## src/rtl/adc_link_pkg.sv

```systemverilog
// Package holding the constants shared by both ends of the converter link.
// Assumes a 20 MHz system clock on each end.
package adc_link_pkg;
	localparam int CLK_MHZ          = 20;
	localparam int RESULT_W         = 10;
	localparam int ADDR_W           = 4;
	localparam int CNT_W            = 5;
	// Shift-clock edge numbers that mark the sequence.
	localparam logic [4:0] ADDR_EDGES    = 5'h04;
	localparam logic [4:0] SAMPLE_START  = 5'h04;
	localparam logic [4:0] SAMPLE_HOLD   = 5'h0a;
	localparam logic [4:0] XFER_MIN      = 5'h0b;
	localparam logic [4:0] XFER_MAX      = 5'h10;
	// Timing figures in nanoseconds.
	localparam int SETUP_NS         = 1425;
	localparam int DEADLINE_NS      = 9500;
	localparam int PHASE_MIN_NS     = 190;
	localparam int CLK_PERIOD_NS    = 1000 / CLK_MHZ;
	// Least times round up, longest times round down.
	localparam int SETUP_CYC     = (SETUP_NS + CLK_PERIOD_NS - 1) / CLK_PERIOD_NS;
	localparam int DEADLINE_CYC  = DEADLINE_NS / CLK_PERIOD_NS;
	localparam int PHASE_CYC     =
		(PHASE_MIN_NS + CLK_PERIOD_NS - 1) / CLK_PERIOD_NS;
	// Internal converter clock: falling edge every SYS_DIV cycles.
	localparam int SYS_DIV          = 4;
	localparam int CONV_CYC         = 88;
	localparam logic [9:0] FULL_SCALE = 10'h3ff;
	localparam logic [9:0] ZERO_SCALE = 10'h000;
	localparam logic [3:0] ADDR_RESET = 4'h0;
endpackage : adc_link_pkg

```

## src/rtl/adc_link_if.sv

```systemverilog
// Interface carrying the four wires between host and converter.
// Assumes the bench resolves the data line from its output enable.
`timescale 1ns/1ns
interface adc_link_if;
	logic sel_n;      // Active-low select from host.
	logic sclk;       // Shift clock from host.
	logic addr;       // Channel address bit from host.
	logic dout;       // Result bit driven by converter.
	logic dout_oe_n;  // Low while the converter drives dout.
	modport conv (input sel_n, input sclk, input addr,
		output dout, output dout_oe_n);
	modport host (output sel_n, output sclk, output addr,
		input dout, input dout_oe_n);
endinterface : adc_link_if

```

## src/rtl/adc_conv_end.sv

```systemverilog
// Converter end: select sequencing, address capture, sampling, result.
// Assumes the link pins come from the host on another clock; all pins are
// synchronised here before use. The analog value arrives as a code input.
//
// What this block does
// - Select falling starts every new sequence.
// - Select falling mid-cycle aborts to setup wait.
// - Abort keeps the last completed result.
// - Host avoids select near conversion end.
// - Result saturates at full scale and zero.
// - Controls ignored until both setup and two ticks pass.
// - Host waits setup before first address bit.
// - Host rises shift clock soon after tenth.
// - Host shift clock phases at least minimum.
// - Four address bits captured MSB first.
// - Sample from fourth fall, hold at tenth.
// - Late eleventh edge loses sync until reselect.
// - Select rising floats the result output.
`timescale 1ns/1ns
module adc_conv_end
	import adc_link_pkg::*;
(
	input  wire logic                             CLK,
	input  wire logic                             RESETN,
	adc_link_if.conv                              LINK,
	input  wire logic [adc_link_pkg::RESULT_W-1:0] ANALOG_CODE,
	input  wire logic                             ABOVE_REF,
	input  wire logic                             BELOW_REF,
	output logic      [adc_link_pkg::ADDR_W-1:0]   CHANNEL,
	output logic                                  SAMPLING,
	output logic                                  BUSY,
	output logic                                  SYNC_LOST
);
	import adc_link_pkg::*;

	typedef enum logic [2:0] {
		ST_IDLE  = 3'b000,
		ST_WAIT  = 3'b001,
		ST_SHIFT = 3'b010,
		ST_CONV  = 3'b011,
		ST_LOST  = 3'b100
	} cstate_t;

	////////////////////////////////////////////////////////////////////////
	// Two-stage synchronisers for the three host pins.
	logic [2:0] meta;
	logic [2:0] sync;
	logic [2:0] prev;
	always_ff @(posedge CLK or negedge RESETN) begin
		if (!RESETN) begin
			// Idle pin levels: select high, shift clock and address low.
			// Matching them avoids a false shift-clock fall after reset.
			meta <= 3'h4;
			sync <= 3'h4;
			prev <= 3'h4;
		end else begin
			meta <= {LINK.sel_n, LINK.sclk, LINK.addr};
			sync <= meta;
			prev <= sync;
		end
	end

	logic sel_fall, sel_rise, sck_rise, sck_fall;
	assign sel_fall = prev[2] & ~sync[2];
	assign sel_rise = ~prev[2] & sync[2];
	assign sck_rise = ~prev[1] & sync[1];
	assign sck_fall = prev[1] & ~sync[1];

	////////////////////////////////////////////////////////////////////////
	// Sequence state, counters, shift registers and result.
	cstate_t              state, next_state;
	logic [CNT_W-1:0]     rise_cnt, next_rise_cnt;
	logic [CNT_W-1:0]     fall_cnt, next_fall_cnt;
	logic [15:0]          timer, next_timer;
	logic [2:0]           ticks, next_ticks;
	logic [ADDR_W-1:0]    addr_sh, next_addr_sh;
	logic [ADDR_W-1:0]    channel, next_channel;
	logic [RESULT_W-1:0]  result, next_result;
	logic [RESULT_W-1:0]  out_sh, next_out_sh;
	logic [RESULT_W-1:0]  held, next_held;
	logic                 dout, next_dout;
	logic                 oe_n, next_oe_n;
	logic                 sampling, next_sampling;
	logic                 lost, next_lost;
	logic                 busy, next_busy;

	// Saturating result code for the current sample.
	function automatic logic [RESULT_W-1:0] saturate(
		input logic [RESULT_W-1:0] code,
		input logic                hi,
		input logic                lo);
		if (hi)
			return FULL_SCALE;
		else if (lo)
			return ZERO_SCALE;
		else
			return code;
	endfunction : saturate

	// Next-state logic of the whole sequence.
	always_comb begin
		next_state    = state;
		next_rise_cnt = rise_cnt;
		next_fall_cnt = fall_cnt;
		next_timer    = timer;
		next_ticks    = ticks;
		next_addr_sh  = addr_sh;
		next_channel  = channel;
		next_result   = result;
		next_out_sh   = out_sh;
		next_held     = held;
		next_dout     = dout;
		next_oe_n     = oe_n;
		next_sampling = sampling;
		next_lost     = lost;
		if (sel_fall) begin
			// restart on select
			// A fall always restarts; result is left alone so an abort keeps it.
			next_state    = ST_WAIT;
			next_rise_cnt = '0;
			next_fall_cnt = '0;
			next_timer    = '0;
			next_ticks    = '0;
			next_sampling = 1'b0;
			next_lost     = 1'b0;
			next_oe_n     = 1'b0;
			next_out_sh   = result;
			next_dout     = result[RESULT_W-1];
		end else if (sel_rise) begin
			next_state    = ST_IDLE;
			next_oe_n     = 1'b1;
			next_sampling = 1'b0;
		end else begin
			case (state)
				ST_IDLE: begin
					next_oe_n = 1'b1;
				end
				ST_WAIT: begin
					next_timer = timer + 16'h0001;
					if (timer[1:0] == 2'h3 && ticks != 3'h2)
						next_ticks = ticks + 3'h1;
					if (timer >= 16'(SETUP_CYC) && ticks == 3'h2)
						next_state = ST_SHIFT;
				end
				ST_SHIFT: begin
					if (sck_rise) begin
						next_rise_cnt = rise_cnt + 5'h01;
						if (rise_cnt < ADDR_EDGES)
							next_addr_sh = {addr_sh[ADDR_W-2:0], sync[0]};
					end
					if (sck_fall) begin
						next_fall_cnt = fall_cnt + 5'h01;
						if (fall_cnt < 5'(RESULT_W - 1)) begin
							next_out_sh = {out_sh[RESULT_W-2:0], 1'b0};
							next_dout   = out_sh[RESULT_W-2];
						end else begin
							next_dout = 1'b0;
						end
						if (fall_cnt + 5'h01 == SAMPLE_START) begin
							next_sampling = 1'b1;
							next_channel  = addr_sh;
						end
						if (fall_cnt + 5'h01 == SAMPLE_HOLD) begin
							next_sampling = 1'b0;
							next_held     = saturate(ANALOG_CODE, ABOVE_REF,
								BELOW_REF);
							next_timer    = '0;
							next_state    = ST_CONV;
						end
					end
				end
				ST_CONV: begin
					next_timer = timer + 16'h0001;
					if (sck_rise) begin
						next_rise_cnt = rise_cnt + 5'h01;
					end
					if (timer == 16'(DEADLINE_CYC) && rise_cnt < XFER_MIN) begin
						next_lost  = 1'b1;
						next_state = ST_LOST;
					end else if (timer == 16'(CONV_CYC)) begin
						next_result = held;
					end
				end
				ST_LOST: begin
					next_lost = 1'b1;
				end
				default: next_state = ST_IDLE;
			endcase
		end
		// Busy follows the convert state so the output is a register.
		next_busy = (next_state == ST_CONV);
	end

	// State registers; only reset constants are loaded asynchronously.
	always_ff @(posedge CLK or negedge RESETN) begin
		if (!RESETN) begin
			state    <= ST_IDLE;
			rise_cnt <= '0;
			fall_cnt <= '0;
			timer    <= '0;
			ticks    <= '0;
			addr_sh  <= ADDR_RESET;
			channel  <= ADDR_RESET;
			result   <= ZERO_SCALE;
			out_sh   <= ZERO_SCALE;
			held     <= ZERO_SCALE;
			dout     <= 1'b0;
			oe_n     <= 1'b1;
			sampling <= 1'b0;
			lost     <= 1'b0;
			busy     <= 1'b0;
		end else begin
			state    <= next_state;
			rise_cnt <= next_rise_cnt;
			fall_cnt <= next_fall_cnt;
			timer    <= next_timer;
			ticks    <= next_ticks;
			addr_sh  <= next_addr_sh;
			channel  <= next_channel;
			result   <= next_result;
			out_sh   <= next_out_sh;
			held     <= next_held;
			dout     <= next_dout;
			oe_n     <= next_oe_n;
			sampling <= next_sampling;
			lost     <= next_lost;
			busy     <= next_busy;
		end
	end

	////////////////////////////////////////////////////////////////////////
	// Outputs come straight from the registers above.
	assign LINK.dout      = dout;
	assign LINK.dout_oe_n = oe_n;
	assign CHANNEL        = channel;
	assign SAMPLING       = sampling;
	assign BUSY           = busy;
	assign SYNC_LOST      = lost;
endmodule : adc_conv_end

```

## src/flat_wrapper.sv

```systemverilog
// flat-port wrapper written by rule: the top's interface ports become plain ports
module adc_conv_end_flat import adc_link_pkg::*;
  (CLK, RESETN, ANALOG_CODE, ABOVE_REF, BELOW_REF, CHANNEL, SAMPLING, BUSY, SYNC_LOST, LINK_sel_n, LINK_sclk, LINK_addr, LINK_dout, LINK_dout_oe_n);
  adc_link_if LINK_i ();
  input  wire logic CLK;
  input  wire logic RESETN;
  input  wire logic [adc_link_pkg::RESULT_W-1:0] ANALOG_CODE;
  input  wire logic ABOVE_REF;
  input  wire logic BELOW_REF;
  output logic      [adc_link_pkg::ADDR_W-1:0] CHANNEL;
  output logic SAMPLING;
  output logic BUSY;
  output logic SYNC_LOST;
  input wire logic [$bits(LINK_i.sel_n)-1:0] LINK_sel_n;
  input wire logic [$bits(LINK_i.sclk)-1:0] LINK_sclk;
  input wire logic [$bits(LINK_i.addr)-1:0] LINK_addr;
  output wire logic [$bits(LINK_i.dout)-1:0] LINK_dout;
  output wire logic [$bits(LINK_i.dout_oe_n)-1:0] LINK_dout_oe_n;
  assign LINK_i.sel_n = LINK_sel_n;
  assign LINK_i.sclk = LINK_sclk;
  assign LINK_i.addr = LINK_addr;
  assign LINK_dout = LINK_i.dout;
  assign LINK_dout_oe_n = LINK_i.dout_oe_n;
  adc_conv_end u_core (.CLK(CLK), .RESETN(RESETN), .LINK(LINK_i), .ANALOG_CODE(ANALOG_CODE), .ABOVE_REF(ABOVE_REF), .BELOW_REF(BELOW_REF), .CHANNEL(CHANNEL), .SAMPLING(SAMPLING), .BUSY(BUSY), .SYNC_LOST(SYNC_LOST));
endmodule
```

## config.mk

```make
export PLATFORM = sky130hd
export DESIGN_NAME = adc_conv_end_flat
export DESIGN_NICKNAME = d
export VERILOG_FILES = /design/src/rtl/adc_link_pkg.sv /design/src/rtl/adc_link_if.sv /design/src/rtl/adc_conv_end.sv /design/src/flat_wrapper.sv
export SDC_FILE = /design/constraint.sdc
export NUM_CORES = 1
export LEC_CHECK = 0
export BUFFER_PORTS_ARGS = -buffer_cell sky130_fd_sc_hd__buf_4
export CAP_MARGIN = 0
export CORE_MARGIN = 8
export CORE_UTILIZATION = 55
export CTS_CLUSTER_DIAMETER = 120
export CTS_CLUSTER_SIZE = 8
export DETAILED_ROUTE_END_ITERATION = 6
export PLACE_DENSITY = 0.74
export SYNTH_ARGS = -nofsm -noshare
export SYNTH_HDL_FRONTEND = slang
export SYNTH_SLANG_ARGS = --single-unit
```

## constraint.sdc

```tcl
create_clock -name CLK -period 5.1 [get_ports CLK]
set_clock_uncertainty 0.2 [all_clocks]
set_input_delay 0.51 -clock CLK [delete_from_list [all_inputs] [get_ports CLK]]
set_output_delay 0.51 -clock CLK [all_outputs]
set_load 0.01 [all_outputs]
```

==> results of run 1 <==
==> metrics by stage <==
stage / util [%] / hold slack, ns
after floorplan: - / 0.01441
after global placement: 59.76 / 0.1320
after detailed placement: 59.76 / 0.1358
after CTS: 62.37 / 0.04817
after global routing: 62.37 / 0.04497
final: 62.37 / 0.06426
==> worst paths after layout <==
check | cells past startpoint | slack, ns | endpoint | startpoint
min in group asynchronous | 1 | 0.12 | u_core.fall_cnt[4] | RESETN
worst max register to register | 6 | 1.84 | u_core.CHANNEL[3] | u_core.prev[2]
worst max-delay path | 6 | 1.84 | u_core.CHANNEL[3] | u_core.prev[2]
worst min-delay path | 1 | 0.06 | u_core.meta[0] | LINK_addr
worst min register to register | 0 | 0.15 | u_core.sync[0] | u_core.meta[0]
max in group asynchronous | 1 | 3.92 | u_core.held[0] | RESETN
==> per-layer routing <==
| layer | global-route usage, % | part of all wire [%] |
|---|---|---|
| met2 | 26.79 | 47 |
| met4 | 8.916 | 2.5 |
| met5 | 0 | 0 |
| met1 | 22.17 | 47 |
| met3 | 2.861 | 2.7 |
==> cells in the mapped netlist, drive strengths merged, types with 2 or more instances <==
cell type,instances
a21oi,28
a31o,2
a31oi,12
a32o,2
and3,3
buf,11
clkbuf,10
dfrtp,78
dfstp,4
ha,13
inv,17
mux2,19
mux2i,12
nand2,33
nand2b,5
nand3,12
nand3b,3
nand4,6
nor2,33
nor3,8
nor4,5
nor4b,2
o211ai,5
o21a,2
o21ai,36
o31ai,10
o41ai,2
or2,2
or3,4
xor2,4
==> where the power goes <==
group	total, W	switching (W)	leakage, nW	internal, W
registers	0.000727	0.0000393	1.04	0.000688
logic	0.000153	0.0000946	0.831	0.0000583
clock network	0.000458	0.000232	0.0933	0.000226
==> registers in the layout, summed over array words and instances, names as in the netlist <==
signal,count
u_core.BUSY,1
u_core.CHANNEL,4
u_core.LINK.dout,1
u_core.LINK.dout_oe_n,1
u_core.SAMPLING,1
u_core.SYNC_LOST,1
u_core.addr_sh,4
u_core.fall_cnt,5
u_core.held,10
u_core.meta,3
u_core.out_sh,9
u_core.prev,2
u_core.result,10
u_core.rise_cnt,5
u_core.state,3
u_core.sync,3
u_core.ticks,3
u_core.timer,16
==> cell type report <==
class | instances | area share [%]
flip-flops and latches | 82 | 45.72
inverters | 18 | 1.502
clock inverters | 5 | 1.251
multi-input cells | 281 | 41.35
repair buffers | 27 | 4.505
clock buffers | 11 | 2.920
well taps | 99 | 2.753
==> kinds of logic after synthesis <==
family	count (synthesis)	synth area share, %
xor+xnor	4	0.8557
compound gates	109	16.66
simple gates	124	15.80
fa+ha+maj	13	3.973
flops	82	50.24
buf+inv	39	4.309
mux	31	8.160
==> reports/metrics.yaml, run 1 <==
setup_path:
  crit_chain: "inv_1 > ha_1 > nor2_1 > nand2_1 > nor2_1 > mux2_2"
  critical_path.max_stage_delay_ns: 0.62
  crit_type: "flop to flop"
  startpoint_type: "flop"
  path_max_fanout: 26
  cp_top_family: "simple AND/OR/NAND/NOR gates"
  crit_top_cell: "nor2_1"
  path_buf_inv: 1
  cp-end-kind: "flop"
  critPathRequiredTime_ns: 5.13
  critPathArrivalTime_ns: 3.29
  slowest_stage: "nand2_1"
die:
  die_w_um: 102.3
  initial_core_util_pct: 56.75
  die_h_um: 102.3
  io_pins: 26
  num_rows: 31
  fp.coreArea_sq_um: 7214
  fp.dieArea_sq_um: 10460
worst_hold_path:
  hold_path_class: "primary input to flop"
placed_design:
  dp.cells: 507
  dp_hpwl_mm: 5.651
  dp_slack_ns: 1.831
  port_buffers: 25
  placed_cell_area_sq_um: 4312
  place.gp.congestion: 0.8445
global_routing:
  grt_max_degree: 83
  grt_remaining_overflow: 0
  grt_pass1_wl_mm: 14.23
  grt_usage_pct: 17.09
  antenna_found_initial: 0
  grt_pass1_vias: 3053
synth:
  ys_types: 55
  synth_top_area_cell: "dfrtp_1"
  synth_nets: 432
  synth_top_cell_area_share_pct: 47.68
  yosysWarnings: 0
  synthFlopType: "dfrtp_1"
  synthCells: 402
  synth-async-reset-ratio_pct: 100.0
  syn_area_sq_um: 4094
  ys_seq_area_share_pct: 50.24
  avgSynthCellArea_sq_um: 10.18
  synth_edf_count: 0
  synth-seq-cells: 82
  synthTopCellsByArea: "dfrtp_1, mux2_2, o21ai_0"
sta:
  timing.final.hold_violations: 0
  maxSlewHeadroom_pct: 32.01
  rsz0062_at_grt: "false"
  setup_violations: 0
  fmax_mhz: 307.2
  setup_slack_ns: 1.845
  tns_ns: 0
  tightest_slew_ns: 1.020
  min_period_ns: 3.255
  post-route-period-util_pct: 63.83
  slew_viol_final: 0
status:
  status: "completed"
detailed_routing:
  dr_total_vias: 3033
  routed_wl_mm: 8.122
  drc: 0
  drtIter0Drc: 144
  drt_first_pass_iters: 5
  viasPerCell: 5.799
  postRouteAntennaNets: 0
  wire_per_inst_um: 15.53
clocking:
  clkTransAtPathRegs_ns: 0.09
  clockBufferDepth: 2
  cts_buffers: 9
  clock-root-buffer: "clkbuf_8"
  htreeDepth: 3
  clkSinkCount: 82
  hold_buffers: 0
  cts-resized-gates: 0
  cts_tree: "yes"
  clk_latency_ns: 0.35
  postCtsSetupRepairBufs: 0
finish:
  layout.cells.non_filler: 523
  final_common_cell: "dfrtp_1"
  fillers: 616
  final_cell_mix: "dfrtp_1, o21ai_0, nor2_1, nand2_1, a21oi_1"
  fin_nets: 449
  diodes: 0
  multi_input_area_sq_um: 1861
  regArea_sq_um: 2057
  fin_area_sq_um: 4499
  drive_gt1_share_pct: 17.45
  area_delta_synth_final_pct: 9.902
power_and_ir_drop:
  power_w: 0.001338
  ir_drop_uv: 151.0
  power_density_nw_per_um2: 297.4
  p_leak_nw: 1.965
flow_run:
  drv_cap: 0
Note: power is estimated with default switching activity, not from simulation.
==> run 2: changes to the inputs <==
PLACE_DENSITY = 0.77   (was 0.74)
clock period = 2.9 ns   (was 5.1 ns; I/O delays follow)
==> run 2 against run 1 <==
Compared with the run above: clock power up 120%; critical path depth decreased by 1; global-route usage is 0.89 points higher; flip-flop and latch count did not move; cell count rose by 2.1%; critical endpoint is now u_core.timer[12].
==> reports/metrics.yaml, run 2 (synthesis gave the netlist of run 1 again) <==
detailed_routing:
  drc: 0
  dr_total_vias: 3100
  viasPerCell: 5.805
  drt_first_pass_iters: 4
  routed_wl_mm: 8.507
  drtIter0Drc: 128
  postRouteAntennaNets: 0
  wire_per_inst_um: 15.93
finish:
  utilization_pct: 64.46
  fin_nets: 461
  final_common_cell: "dfrtp_1"
  final_cell_mix: "dfrtp_1, o21ai_0, buf_4, nor2_1, nand2_1"
  top_register: "u_core.timer"
  reg_top3: "u_core.timer x16, u_core.held x10, u_core.result x10"
  largest_reg_flops: 16
  drive_gt1_share_pct: 19.08
  layout.cells.non_filler: 534
  diodes: 0
  area_delta_synth_final_pct: 13.60
clocking:
  htreeDepth: 3
  clkTransAtPathRegs_ns: 0.08
  hold_buffers: 4
  clk_latency_ns: 0.36
  cts-resized-gates: 0
  clock-root-buffer: "clkbuf_8"
  clkSinkCount: 82
  clockBufferDepth: 2
  cts_tree: "yes"
  postCtsSetupRepairBufs: 0
  cts_buffers: 9
setup_path:
  path_buf_inv: 0
  slowest_stage: "o21ai_2"
  cp-end-kind: "flop"
  critPathArrivalTime_ns: 2.46
  crit_chain: "ha_1 > nor4_1 > a41oi_2 > o21ai_2 > a31oi_1"
  path_max_fanout: 15
  critPathRequiredTime_ns: 2.90
  critical_path.max_stage_delay_ns: 0.63
  startpoint_type: "flop"
  cp_top_family: "compound AO/OA/AOI/OAI gates"
  crit_type: "flop to flop"
sta:
  timing.final.hold_violations: 0
  slew_viol_final: 0
  tightest_slew_ns: 0.9968
  worst_hold_slack_ns: 0.07196
  min_period_ns: 2.466
  post-route-period-util_pct: 85.04
  setup_violations: 0
  maxSlewHeadroom_pct: 33.55
  setup_slack_ns: 0.4339
  tns_ns: 0
  fmax_mhz: 405.5
  rsz0062_at_grt: "false"
placed_design:
  dp.cells: 515
  port_buffers: 25
  dp_slack_ns: 0.4675
  place.gp.congestion: 0.8504
  dp_hpwl_mm: 5.778
die:
  die_h_um: 102.3
  die_w_um: 102.3
  io_pins: 26
  fp.coreArea_sq_um: 7214
  num_rows: 31
  fp.dieArea_sq_um: 10460
  initial_core_util_pct: 56.75
power_and_ir_drop:
  power_switching_w: 0.0006657
  ir_drop_uv: 468.6
  power_density_nw_per_um2: 550.1
  sw_frac_of_total_pct: 26.02
  clkPwrFrac_pct: 38.8
  internal_power_w: 0.001893
  p_leak_nw: 2.045
  power_frac_comb_pct: 11.1
  pwr-share-seq_pct: 50.1
global_routing:
  antenna_found_initial: 0
  grt_busiest_layer: "met2"
  use_met3_pct: 4.360
  grt_max_degree: 83
  grt_usage_pct: 17.98
  grt_remaining_overflow: 0
  grt_pass1_wl_mm: 14.79
  grt_pass1_vias: 3153
  use_met2_pct: 29.24
  met1_usage_pct: 22.72
status:
  status: "completed"
flow_run:
  drv_cap: 0
worst_hold_path:
  hold_path_class: "primary input to flop"
run 2: cell count changes in the layout (fill, tap and decap cells not counted), sizes merged:
cell         delta
buf             +8
inv             +1
bufinv          +2
clkinv          -2
dlygate4sd3     +4
clkbuf          -2
run 2: power by group through the flow:
stage                     clock network (W)  registers [W]  logic (W)
final                              0.000993        0.00128   0.000283
after global routing                0.00106        0.00129   0.000327
after CTS                           0.00101        0.00128   0.000287
after detailed placement                  0        0.00130   0.000281
after global placement                    0        0.00130   0.000267
after floorplan                           0        0.00128   0.000191
run 2: final cells by class:
type	count	area, sq um
clock buffers	9	123.9
fillers	605	2564
well taps	99	123.9
repair buffers	39	302.8
clock inverters	6	115.1
multi-input cells	281	1861
flip-flops and latches	82	2057
inverters	18	67.56
run 2: layer usage:
layer  vias to the layer above  routed length [um]
met4                         0                 143
met1                      1506                3825
met2                        72                4232
met3                        15                 306
li1                       1507                   -
met5                         -                   0
run 2: per-stage QoR:
stage / instance area (sq um) / total power, W
after detailed placement: 4372 / 0.001582
after CTS: 4651 / 0.002575
after floorplan: 4094 / 0.001469
after global placement: 4372 / 0.001564
after global routing: 4651 / 0.002681
final: 4651 / 0.002558
run 2: worst paths after layout:
kind                                     from                end  slack (ns)  cells after the start
max in group asynchronous              RESETN  u_core.CHANNEL[3]        1.42                      2
setup reg to reg           u_core.fall_cnt[0]   u_core.timer[12]        0.43                      5
hold / removal                 ANALOG_CODE[8]     u_core.held[8]        0.07                      3
hold reg to reg                u_core.meta[0]     u_core.sync[0]        0.16                      0
min in group asynchronous              RESETN    u_core.ticks[0]        0.44                      2
setup / recovery           u_core.fall_cnt[0]   u_core.timer[12]        0.43                      5
run 2: worst reg2reg max path: cells and delay by family, from the launching register on:
kind | cells | cell delay, ns
DFF | 1 | 0.46
AOI/OAI and AO/OA | 3 | 0.93
and+or+nand+nor | 1 | 0.41
adders and majority gates | 1 | 0.31
